File: config.mk
export PLATFORM = sky130hd
export DESIGN_NAME = tcs_timer_pair
export DESIGN_NICKNAME = d
export VERILOG_FILES = /design/src/tcs_pkg.sv /design/src/tcs_timer_pair.sv /design/src/tcs_timer_core.sv
export SDC_FILE = /design/constraint.sdc
export NUM_CORES = 1
export LEC_CHECK = 0
export ABC_CLOCK_PERIOD_IN_PS = 4800
export BUFFER_PORTS_ARGS = -buffer_cell sky130_fd_sc_hd__clkbuf_2
export CAP_MARGIN = 20
export CORE_MARGIN = 4
export CORE_UTILIZATION = 25
export CTS_BUF_LIST = sky130_fd_sc_hd__clkbuf_8
export DETAILED_ROUTE_END_ITERATION = 16
export PLACE_DENSITY_LB_ADDON = 0.3
export SLEW_MARGIN = 20
export SYNTH_ARGS = -nofsm -noshare
export SYNTH_HDL_FRONTEND = slang
export SYNTH_SLANG_ARGS = --single-unit
File: constraint.sdc
create_clock -name aclk -period 4.8 [get_ports aclk]
set_clock_uncertainty 0.05 [all_clocks]
set_input_delay 0.72 -clock aclk [delete_from_list [all_inputs] [get_ports aclk]]
set_output_delay 0.72 -clock aclk [all_outputs]
set_load 0.02 [all_outputs]
File: src/tcs_pkg.sv
// Constants shared by the dual timer/counter and clock-select block
package tcs_pkg;

  // ----------------------------------------------------------------
  // Register bus
  // ----------------------------------------------------------------
  localparam int ADDR_W = 12;
  localparam int IDX_W = 10;
  localparam logic [IDX_W-1:0] IDX_CONTROL = 10'h088;
  localparam logic [IDX_W-1:0] IDX_MODE = 10'h089;
  localparam logic [IDX_W-1:0] IDX_T0_LOW = 10'h08A;
  localparam logic [IDX_W-1:0] IDX_T1_LOW = 10'h08B;
  localparam logic [IDX_W-1:0] IDX_T0_HIGH = 10'h08C;
  localparam logic [IDX_W-1:0] IDX_T1_HIGH = 10'h08D;
  localparam logic [IDX_W-1:0] IDX_CLK_SEL = 10'h08E;
  localparam logic [IDX_W-1:0] IDX_IRQ_CFG = 10'h090;
  localparam logic [IDX_W-1:0] IDX_AUX = 10'h091;
  localparam logic [1:0] RESP_OKAY = 2'h0;
  localparam logic [1:0] RESP_SLVERR = 2'h2;
  localparam logic [7:0] RST_BYTE = 8'h00;

  // ----------------------------------------------------------------
  // Field positions
  // ----------------------------------------------------------------
  // Control register
  localparam int CT_T1_FLAG = 7;
  localparam int CT_T1_RUN = 6;
  localparam int CT_T0_FLAG = 5;
  localparam int CT_T0_RUN = 4;
  // Mode register: timer zero in the low nibble, timer one in the high
  localparam int MD_T1_LSB = 4;
  localparam int MD_COUNTER = 2;
  localparam int MD_GATE = 3;
  // Clock-select register
  localparam int CS_T0_SYS = 2;
  localparam int CS_T1_SYS = 3;
  localparam int CS_T2_LOW = 4;
  localparam int CS_T2_HIGH = 5;
  localparam int CS_T3_LOW = 6;
  localparam int CS_T3_HIGH = 7;
  // Interrupt configuration and auxiliary register
  localparam int IC_POL0 = 0;
  localparam int IC_POL1 = 1;
  localparam int AX_IEN0 = 0;
  localparam int AX_IEN1 = 1;
  localparam int AX_T2_EXT = 2;
  localparam int AX_T3_EXT = 3;
  localparam int AX_T2_SPLIT = 4;
  localparam int AX_T3_SPLIT = 5;

  // ----------------------------------------------------------------
  // Modes and dividers
  // ----------------------------------------------------------------
  typedef enum logic [1:0] {
    TCS_M13 = 2'h0,
    TCS_M16 = 2'h1,
    TCS_MRELOAD = 2'h2,
    TCS_MSPLIT = 2'h3
  } tcs_mode_t;

  localparam logic [1:0] SCA_DIV12 = 2'h0;
  localparam logic [1:0] SCA_DIV4 = 2'h1;
  localparam logic [1:0] SCA_DIV48 = 2'h2;
  localparam int DIV_SLOW = 12;
  localparam int DIV_FAST = 4;
  localparam int DIV_LONG = 48;
  localparam int DIV_EXT = 8;
  localparam int PRE_W = $clog2(DIV_LONG);
  localparam int EXT_W = $clog2(DIV_EXT);

endpackage

File: src/tcs_timer_pair.sv
// Two counter/timers, shared prescaler, clock-select and register slave
//
// The AXI4-Lite slave port was chosen for this implementation.
`timescale 1ns/1ps
`default_nettype none
module tcs_timer_pair
  import tcs_pkg::*;
(
  input wire logic aclk,
  input wire logic aresetn,
  input wire logic [ADDR_W-1:0] s_axi_awaddr,
  input wire logic [2:0] s_axi_awprot,
  input wire logic s_axi_awvalid,
  output logic s_axi_awready,
  input wire logic [31:0] s_axi_wdata,
  input wire logic [3:0] s_axi_wstrb,
  input wire logic s_axi_wvalid,
  output logic s_axi_wready,
  output logic [1:0] s_axi_bresp,
  output logic s_axi_bvalid,
  input wire logic s_axi_bready,
  input wire logic [ADDR_W-1:0] s_axi_araddr,
  input wire logic [2:0] s_axi_arprot,
  input wire logic s_axi_arvalid,
  output logic s_axi_arready,
  output logic [31:0] s_axi_rdata,
  output logic [1:0] s_axi_rresp,
  output logic s_axi_rvalid,
  input wire logic s_axi_rready,
  input wire logic timer_zero_event_pin,
  input wire logic timer_one_event_pin,
  input wire logic ext_irq_zero_input,
  input wire logic ext_irq_one_input,
  input wire logic ext_clock_pin,
  input wire logic timer_zero_irq_ack,
  input wire logic timer_one_irq_ack,
  output logic timer_zero_irq,
  output logic timer_one_irq,
  output logic timer_zero_overflow,
  output logic timer_one_overflow,
  output logic timer_two_low_tick,
  output logic timer_two_high_tick,
  output logic timer_three_low_tick,
  output logic timer_three_high_tick
);

  // ----------------------------------------------------------------
  // Register state
  // ----------------------------------------------------------------
  logic [7:0] timer_control_register;
  logic [7:0] timer_mode_register;
  logic [7:0] timer_clock_select;
  logic [7:0] ext_irq_config;
  logic [7:0] aux_config;
  logic [7:0] t0_low, t0_high, t1_low, t1_high;
  logic t0_ovf_low, t0_ovf_high, t1_ovf_low;

  // ----------------------------------------------------------------
  // Pin synchronisers: two flops, then a third for edge detection
  // ----------------------------------------------------------------
  logic [4:0] pin_meta, pin_sync, pin_last;
  wire logic [4:0] pins = {ext_clock_pin, ext_irq_one_input, ext_irq_zero_input,
                           timer_one_event_pin, timer_zero_event_pin};

  // Only pin_sync reads pin_meta
  always_ff @(posedge aclk) begin
    if (!aresetn) begin
      pin_meta <= 5'h00;
      pin_sync <= 5'h00;
      pin_last <= 5'h00;
    end else begin
      pin_meta <= pins;
      pin_sync <= pin_meta;
      pin_last <= pin_sync;
    end
  end

  // A level shorter than one clock may be missed entirely
  wire logic t0_fall = pin_last[0] & ~pin_sync[0];
  wire logic t1_fall = pin_last[1] & ~pin_sync[1];
  wire logic ext_rise = pin_sync[4] & ~pin_last[4];

  // ----------------------------------------------------------------
  // Prescaler: one free counter serves all three system divisions
  // ----------------------------------------------------------------
  logic [PRE_W-1:0] pre_cnt;
  logic [EXT_W-1:0] ext_cnt;
  wire logic pre_wrap = (int'(pre_cnt) == DIV_LONG - 1);
  wire logic tick12 = ((int'(pre_cnt) % DIV_SLOW) == DIV_SLOW - 1);
  wire logic tick4 = ((int'(pre_cnt) % DIV_FAST) == DIV_FAST - 1);
  wire logic ext8 = ext_rise & (int'(ext_cnt) == DIV_EXT - 1);
  wire logic [1:0] sca = timer_clock_select[1:0];
  wire logic presc = (sca == SCA_DIV12) ? tick12 :
                     (sca == SCA_DIV4) ? tick4 :
                     (sca == SCA_DIV48) ? pre_wrap : ext8;

  // Divider counters; the external one advances per synced rising edge
  always_ff @(posedge aclk) begin
    if (!aresetn) begin
      pre_cnt <= '0;
      ext_cnt <= '0;
    end else begin
      pre_cnt <= pre_wrap ? '0 : pre_cnt + PRE_W'(1);
      if (ext_rise) ext_cnt <= ext_cnt + EXT_W'(1);
    end
  end

  // ----------------------------------------------------------------
  // Run, gate and count-enable selection
  // ----------------------------------------------------------------
  wire logic [1:0] mode0 = timer_mode_register[1:0];
  wire logic [1:0] mode1 = timer_mode_register[MD_T1_LSB+1:MD_T1_LSB];
  wire logic ct0 = timer_mode_register[MD_COUNTER];
  wire logic timer_zero_gating = timer_mode_register[MD_GATE];
  wire logic ct1 = timer_mode_register[MD_T1_LSB+MD_COUNTER];
  wire logic timer_one_gating = timer_mode_register[MD_T1_LSB+MD_GATE];
  wire logic tr0 = timer_control_register[CT_T0_RUN];
  wire logic tr1 = timer_control_register[CT_T1_RUN];
  wire logic tf0 = timer_control_register[CT_T0_FLAG];
  wire logic tf1 = timer_control_register[CT_T1_FLAG];
  wire logic t0split = (mode0 == TCS_MSPLIT);
  wire logic ext_irq_zero_input_act = (pin_sync[2] == ext_irq_config[IC_POL0]);
  wire logic ext_irq_one_input_act = (pin_sync[3] == ext_irq_config[IC_POL1]);
  wire logic t0_int = timer_clock_select[CS_T0_SYS] | presc;
  wire logic t1_int = timer_clock_select[CS_T1_SYS] | presc;
  wire logic run0 = tr0 & (~timer_zero_gating | ext_irq_zero_input_act);
  wire logic run1 = (mode1 != TCS_MSPLIT) & (t0split | (tr1 & (~timer_one_gating | ext_irq_one_input_act)));
  wire logic t0_inc_low = run0 & (ct0 ? t0_fall : t0_int);
  wire logic t0_inc_high = t0split & tr1 & t0_int;
  wire logic t1_inc_low = run1 & ((ct1 & ~t0split) ? t1_fall : t1_int);

  // ----------------------------------------------------------------
  // Timer cores
  // ----------------------------------------------------------------
  logic wr_en;
  logic [IDX_W-1:0] w_idx;
  logic [7:0] w_byte;

  tcs_timer_core u_timer_zero (
    .aclk(aclk),
    .aresetn(aresetn),
    .mode(mode0),
    .inc_low(t0_inc_low),
    .inc_high(t0_inc_high),
    .wr_low(wr_en && w_idx == IDX_T0_LOW),
    .wr_high(wr_en && w_idx == IDX_T0_HIGH),
    .wdata(w_byte),
    .low(t0_low),
    .high(t0_high),
    .ovf_low(t0_ovf_low),
    .ovf_high(t0_ovf_high)
  );

  // Timer one never splits, so its high-byte increment is tied off
  tcs_timer_core u_timer_one (
    .aclk(aclk),
    .aresetn(aresetn),
    .mode(mode1),
    .inc_low(t1_inc_low),
    .inc_high(1'b0),
    .wr_low(wr_en && w_idx == IDX_T1_LOW),
    .wr_high(wr_en && w_idx == IDX_T1_HIGH),
    .wdata(w_byte),
    .low(t1_low),
    .high(t1_high),
    .ovf_low(t1_ovf_low),
    .ovf_high()
  );

  // ----------------------------------------------------------------
  // Overflow flags: hardware set wins over software or vector clear
  // ----------------------------------------------------------------
  wire logic wr_ctrl = wr_en && (w_idx == IDX_CONTROL);
  wire logic set_tf0 = t0_ovf_low;
  wire logic set_tf1 = t0split ? t0_ovf_high : t1_ovf_low;
  wire logic next_tf0 = set_tf0 | (wr_ctrl ? w_byte[CT_T0_FLAG] : (tf0 & ~timer_zero_irq_ack));
  wire logic next_tf1 = set_tf1 | (wr_ctrl ? w_byte[CT_T1_FLAG] : (tf1 & ~timer_one_irq_ack));
  wire logic [7:0] next_ctrl = {next_tf1,
                                wr_ctrl ? w_byte[CT_T1_RUN] : tr1,
                                next_tf0,
                                wr_ctrl ? w_byte[CT_T0_RUN] : tr0,
                                wr_ctrl ? w_byte[3:0] : timer_control_register[3:0]};

  // Control and configuration registers
  always_ff @(posedge aclk) begin
    if (!aresetn) begin
      timer_control_register <= RST_BYTE;
      timer_mode_register <= RST_BYTE;
      timer_clock_select <= RST_BYTE;
      ext_irq_config <= RST_BYTE;
      aux_config <= RST_BYTE;
    end else begin
      timer_control_register <= next_ctrl;
      if (wr_en && w_idx == IDX_MODE) timer_mode_register <= w_byte;
      if (wr_en && w_idx == IDX_CLK_SEL) timer_clock_select <= w_byte;
      if (wr_en && w_idx == IDX_IRQ_CFG) ext_irq_config <= w_byte;
      if (wr_en && w_idx == IDX_AUX) aux_config <= w_byte;
    end
  end

  // ----------------------------------------------------------------
  // Clock enables for the two auto-reload timers
  // ----------------------------------------------------------------
  wire logic t2_own = aux_config[AX_T2_EXT] ? ext8 : tick12;
  wire logic t3_own = aux_config[AX_T3_EXT] ? ext8 : tick12;
  wire logic next_t2l = timer_clock_select[CS_T2_LOW] | t2_own;
  wire logic next_t2h = aux_config[AX_T2_SPLIT] & (timer_clock_select[CS_T2_HIGH] | t2_own);
  wire logic next_t3l = timer_clock_select[CS_T3_LOW] | t3_own;
  wire logic next_t3h = aux_config[AX_T3_SPLIT] & (timer_clock_select[CS_T3_HIGH] | t3_own);

  // Ticks and overflow pulses leave through flops, one cycle late
  always_ff @(posedge aclk) begin
    if (!aresetn) begin
      timer_two_low_tick <= 1'b0;
      timer_two_high_tick <= 1'b0;
      timer_three_low_tick <= 1'b0;
      timer_three_high_tick <= 1'b0;
      timer_zero_overflow <= 1'b0;
      timer_one_overflow <= 1'b0;
    end else begin
      timer_two_low_tick <= next_t2l;
      timer_two_high_tick <= next_t2h;
      timer_three_low_tick <= next_t3l;
      timer_three_high_tick <= next_t3h;
      timer_zero_overflow <= t0_ovf_low;
      timer_one_overflow <= t1_ovf_low;
    end
  end

  assign timer_zero_irq = tf0 & aux_config[AX_IEN0];
  assign timer_one_irq = tf1 & aux_config[AX_IEN1];

  // ----------------------------------------------------------------
  // AXI4-Lite slave: address and data latched independently
  // ----------------------------------------------------------------
  logic aw_held, w_held;
  logic [ADDR_W-1:0] aw_addr;
  assign s_axi_awready = ~aw_held & ~s_axi_bvalid;
  assign s_axi_wready = ~w_held & ~s_axi_bvalid;
  assign s_axi_arready = ~s_axi_rvalid;
  assign w_idx = aw_addr[ADDR_W-1:2];
  wire logic do_write = aw_held & w_held & ~s_axi_bvalid;
  logic w_lane0;
  assign wr_en = do_write & w_lane0;
  wire logic [IDX_W-1:0] r_idx = s_axi_araddr[ADDR_W-1:2];

  // Unmapped addresses answer SLVERR and change nothing
  wire logic w_mapped = (w_idx == IDX_CONTROL) || (w_idx == IDX_MODE) || (w_idx == IDX_CLK_SEL) ||
                        (w_idx == IDX_IRQ_CFG) || (w_idx == IDX_AUX) || (w_idx == IDX_T0_LOW) ||
                        (w_idx == IDX_T0_HIGH) || (w_idx == IDX_T1_LOW) || (w_idx == IDX_T1_HIGH);
  logic [7:0] r_byte;
  logic r_mapped;
  always_comb begin
    r_mapped = 1'b1;
    if (r_idx == IDX_CONTROL) r_byte = timer_control_register;
    else if (r_idx == IDX_MODE) r_byte = timer_mode_register;
    else if (r_idx == IDX_CLK_SEL) r_byte = timer_clock_select;
    else if (r_idx == IDX_IRQ_CFG) r_byte = ext_irq_config;
    else if (r_idx == IDX_AUX) r_byte = aux_config;
    else if (r_idx == IDX_T0_LOW) r_byte = t0_low;
    else if (r_idx == IDX_T0_HIGH) r_byte = t0_high;
    else if (r_idx == IDX_T1_LOW) r_byte = t1_low;
    else if (r_idx == IDX_T1_HIGH) r_byte = t1_high;
    else begin
      r_byte = 8'h00;
      r_mapped = 1'b0;
    end
  end

  // Write channel latches and response
  always_ff @(posedge aclk) begin
    if (!aresetn) begin
      aw_held <= 1'b0;
      w_held <= 1'b0;
      aw_addr <= '0;
      w_byte <= 8'h00;
      w_lane0 <= 1'b0;
      s_axi_bvalid <= 1'b0;
      s_axi_bresp <= RESP_OKAY;
    end else begin
      if (s_axi_awvalid && s_axi_awready) begin
        aw_held <= 1'b1;
        aw_addr <= s_axi_awaddr;
      end
      if (s_axi_wvalid && s_axi_wready) begin
        w_held <= 1'b1;
        w_byte <= s_axi_wdata[7:0];
        w_lane0 <= s_axi_wstrb[0];
      end
      if (do_write) begin
        aw_held <= 1'b0;
        w_held <= 1'b0;
        s_axi_bvalid <= 1'b1;
        s_axi_bresp <= w_mapped ? RESP_OKAY : RESP_SLVERR;
      end else if (s_axi_bready) begin
        s_axi_bvalid <= 1'b0;
      end
    end
  end

  // Read channel: data registered on the same edge that takes the address
  always_ff @(posedge aclk) begin
    if (!aresetn) begin
      s_axi_rvalid <= 1'b0;
      s_axi_rdata <= 32'h00000000;
      s_axi_rresp <= RESP_OKAY;
    end else if (s_axi_arvalid && s_axi_arready) begin
      s_axi_rvalid <= 1'b1;
      s_axi_rdata <= {24'h000000, r_byte};
      s_axi_rresp <= r_mapped ? RESP_OKAY : RESP_SLVERR;
    end else if (s_axi_rready) begin
      s_axi_rvalid <= 1'b0;
    end
  end

  // ----------------------------------------------------------------
  // Checks
  // ----------------------------------------------------------------
  AST_FLAG_SET: assert property (@(posedge aclk) disable iff (!aresetn)
    (set_tf0 || set_tf1) |=> (!$past(set_tf0) || tf0) && (!$past(set_tf1) || tf1))
    else $error("overflow did not set its flag");
  AST_GATE: assert property (@(posedge aclk) disable iff (!aresetn)
    (!tr0 || (timer_zero_gating && !ext_irq_zero_input_act)) |-> !t0_inc_low)
    else $error("timer zero counted while disabled");
  AST_T1_IDLE: assert property (@(posedge aclk) disable iff (!aresetn)
    (mode1 == TCS_MSPLIT) |-> !t1_inc_low && !t1_ovf_low)
    else $error("timer one counted in mode 3");
  AST_SPLIT_FLAG: assert property (@(posedge aclk) disable iff (!aresetn)
    (t0split && !t0_ovf_high && !wr_ctrl && !tf1) |=> !tf1)
    else $error("timer one flag set while timer zero split");
  AST_SYS_TICK: assert property (@(posedge aclk) disable iff (!aresetn)
    (run0 && !ct0 && timer_clock_select[CS_T0_SYS]) |-> t0_inc_low)
    else $error("system clock select did not count every cycle");
  AST_EXT_EDGE: assert property (@(posedge aclk) disable iff (!aresetn)
    (run0 && ct0) |-> (t0_inc_low == t0_fall))
    else $error("counter mode not tied to event pin falls");
  AST_T2_LOW: assert property (@(posedge aclk) disable iff (!aresetn)
    timer_clock_select[CS_T2_LOW] |=> timer_two_low_tick)
    else $error("timer two low tick missing with system clock select");

endmodule
`default_nettype wire

File: src/tcs_timer_core.sv
// One 16-bit timer register pair with its four counting modes
`timescale 1ns/1ps
`default_nettype none
module tcs_timer_core
  import tcs_pkg::*;
(
  input wire logic aclk,
  input wire logic aresetn,
  input wire logic [1:0] mode,
  input wire logic inc_low,
  input wire logic inc_high,
  input wire logic wr_low,
  input wire logic wr_high,
  input wire logic [7:0] wdata,
  output logic [7:0] low,
  output logic [7:0] high,
  output logic ovf_low,
  output logic ovf_high
);

  // ----------------------------------------------------------------
  // Wrap detection
  // ----------------------------------------------------------------
  wire logic m13 = (mode == TCS_M13);
  wire logic m16 = (mode == TCS_M16);
  wire logic mrl = (mode == TCS_MRELOAD);
  wire logic msp = (mode == TCS_MSPLIT);
  wire logic all13 = &{high, low[4:0]};
  wire logic all16 = &{high, low};
  wire logic all_lo = &low;
  wire logic all_hi = &high;

  // Overflow is an increment that wraps the active count
  assign ovf_low = inc_low & (m13 ? all13 : (m16 ? all16 : all_lo));
  assign ovf_high = inc_high & msp & all_hi;

  // ----------------------------------------------------------------
  // Next values; a software write wins over a same-cycle increment
  // ----------------------------------------------------------------
  // Bits 7..5 are left alone in 13-bit mode; readers must ignore them
  wire logic [7:0] low_inc = m13 ? {low[7:5], low[4:0] + 5'h01} : low + 8'h01;
  wire logic [7:0] next_low = wr_low ? wdata :
                              !inc_low ? low :
                              (mrl && all_lo) ? high : low_inc;
  wire logic carry = inc_low & ((m13 & (&low[4:0])) | (m16 & all_lo));
  wire logic [7:0] next_high = wr_high ? wdata :
                               (carry || (msp && inc_high)) ? high + 8'h01 : high;

  // Count holds its value unless written or ticked
  always_ff @(posedge aclk) begin
    if (!aresetn) begin
      low <= RST_BYTE;
      high <= RST_BYTE;
    end else begin
      low <= next_low;
      high <= next_high;
    end
  end

  // ----------------------------------------------------------------
  // Checks
  // ----------------------------------------------------------------
  AST_RELOAD: assert property (@(posedge aclk) disable iff (!aresetn)
    (mrl && inc_low && all_lo && !wr_low && !wr_high) |=> (low == $past(high)) && $stable(high))
    else $error("reload byte not copied into low byte");
  AST_WRAP16: assert property (@(posedge aclk) disable iff (!aresetn)
    (m16 && inc_low && all16 && !wr_low && !wr_high) |-> ovf_low ##1 ({high, low} == 16'h0000))
    else $error("16-bit wrap did not reach zero with overflow");
  AST_WRAP13: assert property (@(posedge aclk) disable iff (!aresetn)
    (m13 && ovf_low && !wr_low && !wr_high) |=> ({high, low[4:0]} == 13'h0000))
    else $error("13-bit overflow without wrap to zero");
  AST_HOLD: assert property (@(posedge aclk) disable iff (!aresetn)
    (!inc_low && !inc_high && !wr_low && !wr_high) |=> $stable(low) && $stable(high))
    else $error("count moved without tick or write");

endmodule
`default_nettype wire

==> run summary <==
* completed — run status
* 129 — count of boundary I/O pins
* 13.9% — Tot GR Track Use
* 0 — grt total ovfl
* register to register — HP Class
* 913 um — length of routed met3 wiring
* 0 — Maximum Capacitance Violations
* 10.6 mm — wl on met1
* 40.4% — share of power burned in the clock network
* dfxtp_1 — dominant cell by count in the synthesized netlist
* 3.37 ns — signal arrival time at the worst endpoint
* 0.329 GHz — highest attainable clock frequency
* 0 — number of remaining DRC errors
* 12.8% — layout-stage area growth over the synthesis result
* 0 — endpoints failing hold
* 0 — final number of setup-violating endpoints
* 178 um — horizontal extent of the die
* 28.5% — post-layout utilization of the core
* 26.1% — worst rel slew slack
* 1.76 ns — worst setup slack after layout
* clkbuf_8 — root buf cell
* done — TritonCTS clock tree
* 3.04 ns — Final Critical Period
* 421 — Detailed Route Iter0 Violations
* 0 — antenna violations before repair
* 31700 um^2 — die outline area
* 22.0 mm — total length of routed wires
* 3.17 nW — Static Leakage
* 27.8% — switching share of total power
* 0.45 ns — later-pin clock latency in the skew report
* 25.3% — Starting Density
* 5.13 ns — required time at the endpoint of the critical path
* 20.2% — Compound-Gate Fraction of Synth Area
* 16.0 mm — HPWL after detailed placement
* dfxtp_1 — dominant cell type by area after synthesis
* 8170 um^2 — cell area after layout
* 0 — count of pins over their slew limit
* 4 — Clock H-tree levels
* 10.0 mm — DR WL met2
* 0.386 ns — Worst Hold Margin
* 0 — Gates resized, CTS repair
* 881 — Post-Synthesis Cells
* 0 — synthesis warning total
* 10 — critical path fanouts, max
* 133 x dfxtp_1, 112 x nand2_1, 54 x nor2_1 — cell types with the highest counts after synthesis
* 6.24% — multiplexer fraction of the synthesized cell area
* 0% — proportion of synthesized flip-flops having asynchronous set or reset
* 65 — number of port buffers
* 3.39% — fraction of synthesized cell area in xor and xnor cells
* 2.76% — post-synthesis share of cell area spent on full adders, half adders and majority gates
* 5961 — via count of the first global-routing pass
* 0 — diodes inserted
* 2.24 mW — overall power consumption
* register — startpoint kind of the worst setup timing path
* 274 nW/um^2 — PD cells
* 133 — #FFs+latches synth
* 0 ns — final sum of negative setup slack
* 63.3% — crit share post-route
* 8.22 um^2 — Avg Inst Size Synth
* 12.7% — fraction of layout instances using a drive strength above 1
* register to register — Worst Setup Path Type
* 7240 um^2 — summed instance area of the synthesized netlist
* 36.8% — area share of the largest cell type after synthesis
* 6339 — count of vias placed by the detailed router
* 1284 — dpl cells
* 17 — CTS buffer count
* dfxtp_1 — prevailing post-synth register cell
* 0 — count of hold-fix buffers inserted at cts
* 0.000128 V — peak supply drop
* 0.08 ns — clock-pin transition on the worst setup and hold timing paths
* 7.4% — Gate power share
* 28600 um^2 — placeable core region
* 1.61 mW — cell-internal power
* 2 — clk buf depth
* dfxtp_1 37%, mux2i_1 6.1%, nand2_1 5.8% — ranking of synthesized cells by area
* 0 — post-route ant nets
* 1315 — Final Instance Count excl. Fillers
* 0 — post-CTS repair timing setup buffer count
* false — RSZ-0062 raised after global routing
* 133 — total clock sinks
* 62 — Site Rows
* 74 — largest net degree at the start of global routing
* 0.622 mW — net load switching power
* 4.82 — post-DR vias/cell
* 5 — number of detailed-routing iterations run before antenna repair
* 52.2% — power share of the sequential group
* 1.80 ns — Post-Place Worst Slack
* 178 um — die height
* simple AND/OR/NAND/NOR gates — main combinational cell family by area after synthesis
* register — kind of end point of the critical path
* 34.3 mm — global-route wire length before repair
* 36.8% — register area share after synthesis
* met4 — highest metal layer used by the detailed router
* 0 — number of flops mapped to enable cells by yosys
* 67 — synth unique cells
* 16.7 um — routed wirelength normalized by instance count
* 0.890 — Placer Congestion
* 1015 — number of nets in the finished design
* 24.1% — area share of and/or/nand/nor cells after synthesis
* 7790 um^2 — placed instance area
* 1.10 ns — transition time at the pin with the least slew margin
==> worst max-delay path, stage by stage (launching register included) <==
cell and delay (ns):
dfxtp_1 0.45, inv_1 0.12, ha_1 0.30, and2b_1 0.23, a2111oi_4 0.29, nand4b_1 0.21
or2_4 0.29, a221oi_4 0.48, and3_1 0.35, a22o_1 0.20
==> power groups by stage <==
stage	Combinational [mW]	Sequential (mW)	Clock, mW
after global routing	0.187	1.17	0.975
after detailed placement	0.167	1.19	0
final	0.165	1.17	0.902
after CTS	0.168	1.17	0.932
after floorplan	0.140	1.17	0
after global placement	0.166	1.19	0
==> flip-flops by register name, indices dropped and copies added (netlist names), 5 cells and up <==
| name | cells |
|---|---|
| aw_addr | 10 |
| aux_config | 8 |
| ext_irq_config | 8 |
| s_axi_rdata | 8 |
| timer_clock_select | 8 |
| timer_control_register | 8 |
| timer_mode_register | 8 |
| u_timer_one.high | 8 |
| u_timer_one.low | 8 |
| u_timer_zero.high | 8 |
| u_timer_zero.low | 8 |
| w_byte | 8 |
| pre_cnt | 6 |
| pin_meta | 5 |
| pin_sync | 5 |
==> layout by cell type (no fill, tap or decap), types with 18 or more instances in the layout <==
cell / n
nor2b_1: 37
a21boi_0: 38
clkbuf_8: 18
xnor2_1: 18
nor2_1: 54
conb_1: 26
dfxtp_1: 133
and2_1: 27
inv_1: 19
o21ai_0: 44
nand3_1: 43
nand2_1: 112
mux2i_1: 44
nor3_1: 18
clkbuf_2: 64
a21oi_1: 40
==> kinds of logic (layout without fill, tap and decap cells) <==
logic type / Yosys count / count (layout)
buffers and inverters: 96 / 121
flip-flops: 133 / 133
adder cells (fa/ha/maj): 16 / 16
AND/OR/NAND/NOR: 351 / 351
multiplexers: 45 / 45
AO/OA/AOI/OAI: 211 / 211
XOR/XNOR: 28 / 28
other: 1 / 26
==> final timing paths <==
path                             startpoint                        end  slack [ns]  cells after the start
worst min-delay path            pin_meta[2]                pin_sync[2]        0.39                      1
worst min register to register  pin_meta[2]                pin_sync[2]        0.39                      1
worst max register to register   pre_cnt[4]  timer_control_register[7]        1.76                      9
worst max-delay path             pre_cnt[4]  timer_control_register[7]        1.76                      9
==> per-layer routing <==
metal  global-route usage (%)  vias up
met5                        0        -
met4                     4.13        0
met1                     18.9     3009
met2                     22.4      174
li1                         -     3123
met3                     2.67       33
==> cell type report <==
type                       count  area, um^2
fill                        3117       20500
multi-input combinational    677        4210
sequential                   133        2660
tap                          384         480
timing repair buffer          71         373
clock buffer                  18         248
clock inverter                13         125
inverter                      19        71.3
No activity file was read; power rests on OpenSTA's default activity.
